`src/rtl/modem_pins_pkg.sv`:
```
// modem-pin and flow-control constants, register map and field layouts
// assumes a 32-bit apb slave with 8-bit byte addresses, one register per word
package modem_pins_pkg;

    localparam int unsigned ADDR_W = 8;
    localparam int unsigned DATA_W = 32;

    // register byte offsets
    localparam logic [7:0] REG_ADDITIONAL_CTRL = 8'h00;
    localparam logic [7:0] REG_CLOCK_SELECT = 8'h04;
    localparam logic [7:0] REG_FLOW = 8'h08;
    localparam logic [7:0] REG_THRESHOLD = 8'h0C;
    localparam logic [7:0] REG_STATUS = 8'h10;

    // additional_control_field: bits 4:3 steer the terminal-ready pin
    localparam int unsigned ACF_DTR_LO = 3;
    localparam logic [1:0] DTR_MANUAL = 2'h0;
    localparam logic [1:0] DTR_AUTO_FLOW = 2'h1;
    localparam logic [1:0] DTR_485_LOW = 2'h2;
    localparam logic [1:0] DTR_485_HIGH = 2'h3;

    // clock_select_field layout
    localparam int unsigned CSF_RX_LO = 0;
    localparam logic [1:0] CSF_RX_FROM_DSR = 2'h1;
    localparam int unsigned CSF_DTR_LO = 4;
    localparam logic [1:0] CSF_DTR_1X = 2'h1;
    localparam logic [1:0] CSF_DTR_NX = 2'h2;
    localparam int unsigned CSF_TX_FROM_RI = 6;

    // reset values
    localparam logic [7:0] ACF_RESET = 8'h00;
    localparam logic [7:0] CSF_RESET = 8'h00;
    localparam logic [7:0] UPPER_RESET = 8'h60;
    localparam logic [7:0] LOWER_RESET = 8'h20;

    // strap capture: cycles the synchronised straps are sampled after reset
    localparam logic [1:0] STRAP_SETTLE = 2'h3;

    typedef struct packed {
        logic out2_on;
        logic general_output_one_n_on;
        logic dtr_on;
        logic rts_on;
        logic auto_dsr;
        logic auto_cts;
        logic auto_rts;
    } flow_ctrl_t;

    localparam flow_ctrl_t FLOW_RESET = 7'h00;

    typedef struct packed {
        logic [7:0] lower;
        logic [7:0] upper;
    } threshold_t;

    typedef enum logic [1:0] {
        MODE_NORMAL,
        MODE_LOCAL_BUS,
        MODE_EMBEDDED
    } op_mode_t;

endpackage

```
`src/rtl/pin_sync2.sv`:
```
// two-flop synchroniser for a bundle of independent pin levels
// assumes each bit is a slow level; no bus coherence across bits is offered
`timescale 1ns/1ps
`default_nettype none

module pin_sync2 #(
    parameter int unsigned W = 1
) (
    // clock and reset
    input wire logic pclk,
    input wire logic presetn,
    // levels
    input wire logic [W-1:0] din,
    output logic [W-1:0] dout
);

    logic [W-1:0] meta_q;

    always_ff @(posedge pclk or negedge presetn) begin
        if (!presetn) begin
            meta_q <= '0;
            dout <= '0;
        end else begin
            meta_q <= din;
            dout <= meta_q;
        end
    end

endmodule

`default_nettype wire

```
`src/rtl/uart_modem_pins_flow_ctrl.sv`:
```
// modem-control pins, hardware flow control and shared local-bus pins of a uart
// assumes fifo level, transmitter status and baud clocks arrive on pclk
`timescale 1ns/1ps
`default_nettype none

module uart_modem_pins_flow_ctrl (
    // clock and reset
    input wire logic pclk,
    input wire logic presetn,
    // apb slave
    input wire logic psel,
    input wire logic penable,
    input wire logic pwrite,
    input wire logic [7:0] paddr,
    input wire logic [31:0] pwdata,
    output logic [31:0] prdata,
    output logic pready,
    output logic pslverr,
    // receiver fifo and transmitter
    input wire logic [7:0] rx_fill_level,
    input wire logic tx_empty,
    input wire logic tx_start_req,
    input wire logic tx_flow_char,
    output logic tx_start_allow,
    input wire logic tx_clk_1x,
    input wire logic tx_clk_nx,
    // external clock selection
    output logic rx_ext_clk_sel,
    output logic tx_ext_clk_sel,
    output logic rx_ext_clk_rise,
    output logic tx_ext_clk_rise,
    // modem pins
    input wire logic cts_n_pin,
    input wire logic dsr_n_pin,
    input wire logic ri_n_pin,
    output logic rts_n_pin,
    output logic dtr_n_pin,
    // straps
    input wire logic mode_pin,
    input wire logic eeprom_serial_in,
    output logic local_bus_mode,
    output logic embedded_local_mode,
    // local-bus and embedded sources
    input wire logic lb_select_n_int,
    input wire logic lb_read_n_int,
    input wire logic lb_write_n_int,
    input wire logic lb_reset_int,
    input wire logic rx_ready_n_int,
    input wire logic tx_ready_n_int,
    // shared pins, index 0..3 = address bits 4..7
    input wire logic [3:0] shared_in,
    output logic [3:0] shared_out,
    output logic [3:0] shared_oe,
    output logic [3:0] addr_hi
);

    // synchronised pin levels
    logic [8:0] pins_raw;
    logic [8:0] pins_s;
    logic cts_n_s;
    logic dsr_n_s;
    logic ri_n_s;
    logic mode_s;
    logic ee_s;

    assign pins_raw = {shared_in, eeprom_serial_in, mode_pin, ri_n_pin, dsr_n_pin, cts_n_pin};

    pin_sync2 #(.W(9)) u_sync (
        .pclk(pclk),
        .presetn(presetn),
        .din(pins_raw),
        .dout(pins_s)
    );

    assign cts_n_s = pins_s[0];
    assign dsr_n_s = pins_s[1];
    assign ri_n_s = pins_s[2];
    assign mode_s = pins_s[3];
    assign ee_s = pins_s[4];
    assign addr_hi = pins_s[8:5];

    // registers
    logic [7:0] acf_q;
    logic [7:0] csf_q;
    modem_pins_pkg::flow_ctrl_t flow_q;
    modem_pins_pkg::threshold_t thr_q;
    logic [31:0] prdata_q;
    logic slverr_q;

    // apb decode
    wire setup_ph = psel & ~penable;
    wire access_ph = psel & penable;
    wire sel_acf = (paddr == modem_pins_pkg::REG_ADDITIONAL_CTRL);
    wire sel_csf = (paddr == modem_pins_pkg::REG_CLOCK_SELECT);
    wire sel_flow = (paddr == modem_pins_pkg::REG_FLOW);
    wire sel_thr = (paddr == modem_pins_pkg::REG_THRESHOLD);
    wire sel_stat = (paddr == modem_pins_pkg::REG_STATUS);
    wire mapped = sel_acf | sel_csf | sel_flow | sel_thr | sel_stat;
    wire wr_en = access_ph & pwrite & mapped;

    // field views
    wire [1:0] dtr_mode = acf_q[modem_pins_pkg::ACF_DTR_LO +: 2];
    wire [1:0] csf_rx = csf_q[modem_pins_pkg::CSF_RX_LO +: 2];
    wire [1:0] csf_dtr = csf_q[modem_pins_pkg::CSF_DTR_LO +: 2];

    // strap capture and mode
    logic [1:0] strap_cnt_q;
    modem_pins_pkg::op_mode_t mode_q;
    modem_pins_pkg::op_mode_t mode_d;

    // flow-control state
    logic rts_hold_q;
    logic rts_hold_d;
    logic dtr_hold_q;
    logic dtr_hold_d;
    logic rts_n_q;
    logic dtr_n_q;
    logic dtr_n_d;
    logic dsr_prev_q;
    logic ri_prev_q;
    logic [3:0] sh_out_q;
    logic [3:0] sh_oe_q;
    logic [3:0] sh_out_d;
    logic [3:0] sh_oe_d;

    // hysteresis: set at the upper mark, released once the level falls below the lower one
    wire at_upper = (rx_fill_level >= thr_q.upper);
    assign rts_hold_d = at_upper ? 1'b1 : ((rx_fill_level < thr_q.lower) ? 1'b0 : rts_hold_q);
    assign dtr_hold_d = at_upper ? 1'b1 : ((rx_fill_level < thr_q.lower) ? 1'b0 : dtr_hold_q);

    wire rts_n_d = flow_q.auto_rts ? rts_hold_d : ~flow_q.rts_on;

    // clock output wins over the other terminal-ready uses
    always_comb begin
        if (csf_dtr == modem_pins_pkg::CSF_DTR_1X) begin
            dtr_n_d = tx_clk_1x;
        end else if (csf_dtr == modem_pins_pkg::CSF_DTR_NX) begin
            dtr_n_d = tx_clk_nx;
        end else begin
            case (dtr_mode)
                modem_pins_pkg::DTR_AUTO_FLOW: dtr_n_d = dtr_hold_d;
                modem_pins_pkg::DTR_485_LOW: dtr_n_d = tx_empty;
                modem_pins_pkg::DTR_485_HIGH: dtr_n_d = ~tx_empty;
                default: dtr_n_d = ~flow_q.dtr_on;
            endcase
        end
    end

    // gating acts only on a new start, so a character on the line always completes
    wire tx_hold = (flow_q.auto_cts & cts_n_s) | (flow_q.auto_dsr & dsr_n_s);
    assign tx_start_allow = tx_start_req & (tx_flow_char | ~tx_hold);

    // external clocks, edges taken from the synchronised levels only
    assign rx_ext_clk_sel = (csf_rx == modem_pins_pkg::CSF_RX_FROM_DSR);
    assign tx_ext_clk_sel = csf_q[modem_pins_pkg::CSF_TX_FROM_RI];
    assign rx_ext_clk_rise = rx_ext_clk_sel & dsr_n_s & ~dsr_prev_q;
    assign tx_ext_clk_rise = tx_ext_clk_sel & ri_n_s & ~ri_prev_q;

    // straps are sampled a few cycles after release, then frozen
    always_comb begin
        if (!mode_s) begin
            mode_d = modem_pins_pkg::MODE_NORMAL;
        end else if (!ee_s) begin
            mode_d = modem_pins_pkg::MODE_EMBEDDED;
        end else begin
            mode_d = modem_pins_pkg::MODE_LOCAL_BUS;
        end
    end

    // shared pin drive per mode
    always_comb begin
        case (mode_q)
            modem_pins_pkg::MODE_LOCAL_BUS: begin
                sh_out_d = {lb_write_n_int, lb_read_n_int, lb_select_n_int, lb_reset_int};
                sh_oe_d = 4'hF;
            end
            modem_pins_pkg::MODE_EMBEDDED: begin
                sh_out_d = {tx_ready_n_int, rx_ready_n_int, ~flow_q.general_output_one_n_on, ~flow_q.out2_on};
                sh_oe_d = 4'hF;
            end
            default: begin
                sh_out_d = 4'h0;
                sh_oe_d = 4'h0;
            end
        endcase
    end

    wire [31:0] status_word = {22'h000000, mode_q == modem_pins_pkg::MODE_EMBEDDED,
        mode_q == modem_pins_pkg::MODE_LOCAL_BUS, tx_hold, dtr_n_q, rts_n_q, dtr_hold_q, rts_hold_q,
        ri_n_s, dsr_n_s, cts_n_s};

    wire [31:0] rd_mux = sel_acf ? {24'h000000, acf_q} :
        sel_csf ? {24'h000000, csf_q} :
        sel_flow ? {25'h0000000, flow_q} :
        sel_thr ? {16'h0000, thr_q} :
        sel_stat ? status_word : 32'h00000000;

    always_ff @(posedge pclk or negedge presetn) begin
        if (!presetn) begin
            acf_q <= modem_pins_pkg::ACF_RESET;
            csf_q <= modem_pins_pkg::CSF_RESET;
            flow_q <= modem_pins_pkg::FLOW_RESET;
            thr_q <= {modem_pins_pkg::LOWER_RESET, modem_pins_pkg::UPPER_RESET};
        end else if (wr_en) begin
            if (sel_acf) acf_q <= pwdata[7:0];
            if (sel_csf) csf_q <= pwdata[7:0];
            if (sel_flow) flow_q <= pwdata[6:0];
            if (sel_thr) thr_q <= pwdata[15:0];
        end
    end

    // read data is loaded in the setup cycle so a zero-wait access sees it
    always_ff @(posedge pclk or negedge presetn) begin
        if (!presetn) begin
            prdata_q <= 32'h00000000;
            slverr_q <= 1'b0;
        end else if (setup_ph) begin
            prdata_q <= pwrite ? 32'h00000000 : rd_mux;
            slverr_q <= ~mapped;
        end
    end

    assign prdata = prdata_q;
    assign pready = 1'b1;
    assign pslverr = access_ph & slverr_q;

    always_ff @(posedge pclk or negedge presetn) begin
        if (!presetn) begin
            strap_cnt_q <= 2'h0;
            mode_q <= modem_pins_pkg::MODE_NORMAL;
        end else if (strap_cnt_q != modem_pins_pkg::STRAP_SETTLE) begin
            strap_cnt_q <= strap_cnt_q + 2'h1;
            mode_q <= mode_d;
        end
    end

    always_ff @(posedge pclk or negedge presetn) begin
        if (!presetn) begin
            rts_hold_q <= 1'b0;
            dtr_hold_q <= 1'b0;
            rts_n_q <= 1'b1;
            dtr_n_q <= 1'b1;
            dsr_prev_q <= 1'b0;
            ri_prev_q <= 1'b0;
            sh_out_q <= 4'h0;
            sh_oe_q <= 4'h0;
        end else begin
            rts_hold_q <= rts_hold_d;
            dtr_hold_q <= dtr_hold_d;
            rts_n_q <= rts_n_d;
            dtr_n_q <= dtr_n_d;
            dsr_prev_q <= dsr_n_s;
            ri_prev_q <= ri_n_s;
            sh_out_q <= sh_out_d;
            sh_oe_q <= sh_oe_d;
        end
    end

    assign rts_n_pin = rts_n_q;
    assign dtr_n_pin = dtr_n_q;
    assign shared_out = sh_out_q;
    assign shared_oe = sh_oe_q;
    assign local_bus_mode = (mode_q == modem_pins_pkg::MODE_LOCAL_BUS);
    assign embedded_local_mode = (mode_q == modem_pins_pkg::MODE_EMBEDDED);
endmodule

`default_nettype wire

```
`config.mk`:
```
export PLATFORM = sky130hd
export DESIGN_NAME = uart_modem_pins_flow_ctrl
export DESIGN_NICKNAME = d
export VERILOG_FILES = /design/src/rtl/modem_pins_pkg.sv /design/src/rtl/pin_sync2.sv /design/src/rtl/uart_modem_pins_flow_ctrl.sv
export SDC_FILE = /design/constraint.sdc
export NUM_CORES = 1
export LEC_CHECK = 0
export BUFFER_PORTS_ARGS = -buffer_cell sky130_fd_sc_hd__buf_2
export CORE_MARGIN = 3
export CORE_UTILIZATION = 56
export CTS_CLUSTER_DIAMETER = 80
export CTS_CLUSTER_SIZE = 40
export DETAILED_ROUTE_END_ITERATION = 7
export PLACE_DENSITY = 0.86
export SYNTH_ARGS = -nofsm -noshare
export SYNTH_HDL_FRONTEND = slang
export SYNTH_HIERARCHICAL = 1
export SYNTH_SLANG_ARGS = --single-unit
```
`constraint.sdc`:
```
create_clock -name pclk -period 3.76 [get_ports pclk]
set_input_delay 0.188 -clock pclk [delete_from_list [all_inputs] [get_ports pclk]]
set_output_delay 0.188 -clock pclk [all_outputs]
set_load 0.02 [all_outputs]
```
==> metrics.csv <==
metric,value,unit
area.sequential,0.00223,mm2
die_w,93.5,um
cp-end-kind,flip-flop,
hpwlAfterDp,6.82,mm
via_per_inst,5.49,
crit_type,input port to flip-flop,
yosysWarnings,6,
diodes,0,
setup_slack,1.43,ns
yosys_most_used_dff,dfrtp_1,
cts_tree,yes,
synthArstFlopShare,100,%
drt_pass1_iterations,5,
drtIter0Drc,245,
h-tree-depth,3,
clockRootBuffer,clkbuf_8,
ys_seq_elements,89,
maxCapViolCount,0,
clkLatencyLatePin,0.36,ns
wl_per_cell,16.0,um
setup-tns-final,0,ns
syn_area_per_cell,10.9,um2
cellPowerDensity,361,mW/mm2
setup_violations,0,
grt_pass1_wl,15.1,mm
skew,0.0120,ns
slew_headroom,28.9,%
nFillCells,578,
die-area,0.00875,mm2
clockPowerShare,33.5,%
crit_path_max_fanout,13,
cts_sinks,89,
fmax,0.430,GHz
p_seq_share,55.4,%
r2r_setup_slack,1.65,ns
fin_area,0.00499,mm2
startpoint_type,input port,
cts-resized-gates,0,
die_y,93.5,um
core_area,0.00733,mm2
status,finished clean,
synthToLayoutAreaGrowth,16.3,%
p_int,1.30,mW
nNetsFinal,578,
routabilityCongestion,0.942,
grt_pass1_vias,3151,
rsz0062_at_grt,false,
timing.final.crit_share,61.9,%
num_vias,3237,
synth_edf_count,0,
grt_max_degree,90,
post-place-ws,1.09,ns
grtUsageTotal,22.2,%
syn_area,0.00429,mm2
wirelength,9.41,mm
synth_cells,392,
gr-total-overflow,0,
ioPinCount,128,
final_max_slew_viol_count,0,
crit_required,4.01,ns
cp.arrival,2.57,ns
period_minus_slack,2.33,ns
drive_gt1_share,33.2,%
worstMarginPinSlew,1.07,ns
drtAntennaViolNets,0,
ys_seq_area_share,52.0,%
dpl_cell_area,0.00473,mm2
hold_violations,0,
p_sw,0.497,mW
antenna_found_initial,0,
power,1.80,mW
numPortBuffers,94,
clk_pin_slew,0.10,ns
cts_max_path_buffers,2,
route.detailed.drc,0,
combPwrFrac,11.1,%
hold_path_class,input port to async pin,
switching_share,27.6,%
cts_buffers,9,
p_leak,2.48,nW
ys_types,48,
peakVddDrop,0.240,mV
initial_utilization,58.5,%
rows,31,
multiInputGateArea,0.00180,mm2
-- final timing paths --
path	to	start	depth (start not counted)
max	csf_q[7]$_DFFE_PN0P_	paddr[1]	5
min	u_sync/meta_q[3]$_DFF_PN0_	presetn	1
min reg2reg	u_sync/dout[6]$_DFF_PN0_	u_sync/meta_q[6]$_DFF_PN0_	0
max in group asynchronous	csf_q[4]$_DFFE_PN0P_	presetn	1
max reg2reg	dtr_n_pin$_DFF_PN1_	thr_q[6]$_DFFE_PN1P_	6
min in group pclk	thr_q[10]$_DFFE_PN0P_	pwdata[10]	2
-- routing by layer --
metal / part of all wire, % / track usage (%) / vias up
li1: - / - / 1526
met3: 6.9 / 4.75 / 18
met5: 0 / 0 / -
met1: 42 / 29.3 / 1551
met4: 1.8 / 7.10 / 0
met2: 49 / 36.6 / 142
-- metrics by stage --
stage / std cells / util, % / hold WS, ns
floorplan: 407 / - / -0.108
detailed placement: 566 / 64.5 / 0.297
CTS: 590 / 68.1 / 0.0437
finish: 590 / 68.1 / 0.0174
global placement: 566 / 64.5 / 0.296
global route: 590 / 68.1 / 0.0520
-- repair_timing --
| item | CTS | global route |
|---|---|---|
| setup endpoints to repair | 0 | 0 |
| hold endpoints to repair | 9 | 0 |
| hold buffers | 9 | 0 |
| setup buffers | 0 | 0 |
-- sequential cells by signal, summed over array words and instances, names as in the netlist, 2 cells and up --
name / flops
csf_q: 8
prdata: 16
thr_q: 16
strap_cnt_q: 2
u_sync/dout: 9
mode_q: 2
flow_q: 7
shared_out: 4
acf_q: 8
u_sync/meta_q: 9
-- power groups by stage --
| stage | combinational [mW] | sequential, mW | clock, mW |
|---|---|---|---|
| after floorplan | 0.118 | 1.02 | 0 |
| after global placement | 0.185 | 1.01 | 0 |
| after detailed placement | 0.192 | 1.02 | 0 |
| after CTS | 0.200 | 0.997 | 0.613 |
| after global routing | 0.221 | 1.00 | 0.665 |
| final | 0.200 | 0.997 | 0.604 |
-- worst max-delay path, stage by stage --
cell,delay (ns)
buf_2,0.11
or4_4,0.56
or4_4,0.52
nor2_1,0.79
mux2_2,0.42
-- synthesized netlist by cell type (2+ instances only) --
library cell  count  area, um2
nand2_1          35        131
nand2b_1         11       68.8
a2111oi_0         2       17.5
nor2_1           15       56.3
inv_1            26       97.6
a22o_1            8       70.1
o22ai_1           9       56.3
conb_1            2       7.51
a21o_1            2       15.0
nand3_1           6       30.0
or4_4             2       22.5
clkbuf_1          9       33.8
nor3_4            2       32.5
mux2_2           42        473
a31oi_1           2       12.5
and3_1            2       12.5
and3b_1           2       17.5
dfstp_2           5        131
nor2b_1           3       18.8
o21ai_0          29        145
a21oi_1          24        120
a22oi_1           5       37.5
ha_1             18        225
buf_4            21        158
dfrtp_1          84       2100
buf_2             2       10.0
nor3_1            3       15.0
-- logic make-up after synthesis --
logic type / share of synthesized area, %
AO/OA/AOI/OAI: 12.7
XOR/XNOR: 0.408
adder cells (fa/ha/maj): 5.25
buffers and inverters: 7.32
flip-flops: 52.0
multiplexers: 11.3
other: 0.175
AND/OR/NAND/NOR: 10.9
-- cell type report --
class,instances,area share [%]
Tap cell,99,2.48
Multi-Input combinational cell,258,36.1
Clock inverter,6,1.00
Inverter,26,1.95
Sequential cell,89,44.7
Timing Repair Buffer,103,11.3
Clock buffer,9,2.48
-- cells in the final DEF, fill, tap and decap left out, types with 2 or more instances in the layout --
| cell type | Yosys | layout |
|---|---|---|
| nor2_1 | 15 | 15 |
| mux2_2 | 42 | 42 |
| a21oi_1 | 24 | 24 |
| dlygate4sd3_1 | 0 | 9 |
| dfstp_2 | 5 | 5 |
| ha_1 | 18 | 18 |
| nor3_4 | 2 | 2 |
| dfrtp_1 | 84 | 84 |
| clkbuf_8 | 0 | 9 |
| nor3_1 | 3 | 3 |
| or4_4 | 2 | 2 |
| nor2b_1 | 3 | 3 |
| nand2_1 | 35 | 35 |
| a21o_1 | 2 | 2 |
| o22ai_1 | 9 | 9 |
| inv_6 | 0 | 3 |
| and3b_1 | 2 | 2 |
| conb_1 | 2 | 17 |
| a22oi_1 | 5 | 5 |
| a22o_1 | 8 | 8 |
| a2111oi_0 | 2 | 2 |
| nand2b_1 | 11 | 11 |
| a31oi_1 | 2 | 2 |
| nand3_1 | 6 | 6 |
| and3_1 | 2 | 2 |
| buf_2 | 2 | 93 |
| inv_1 | 26 | 26 |
| o21ai_0 | 29 | 29 |
No activity file was read; power rests on OpenSTA's default activity.
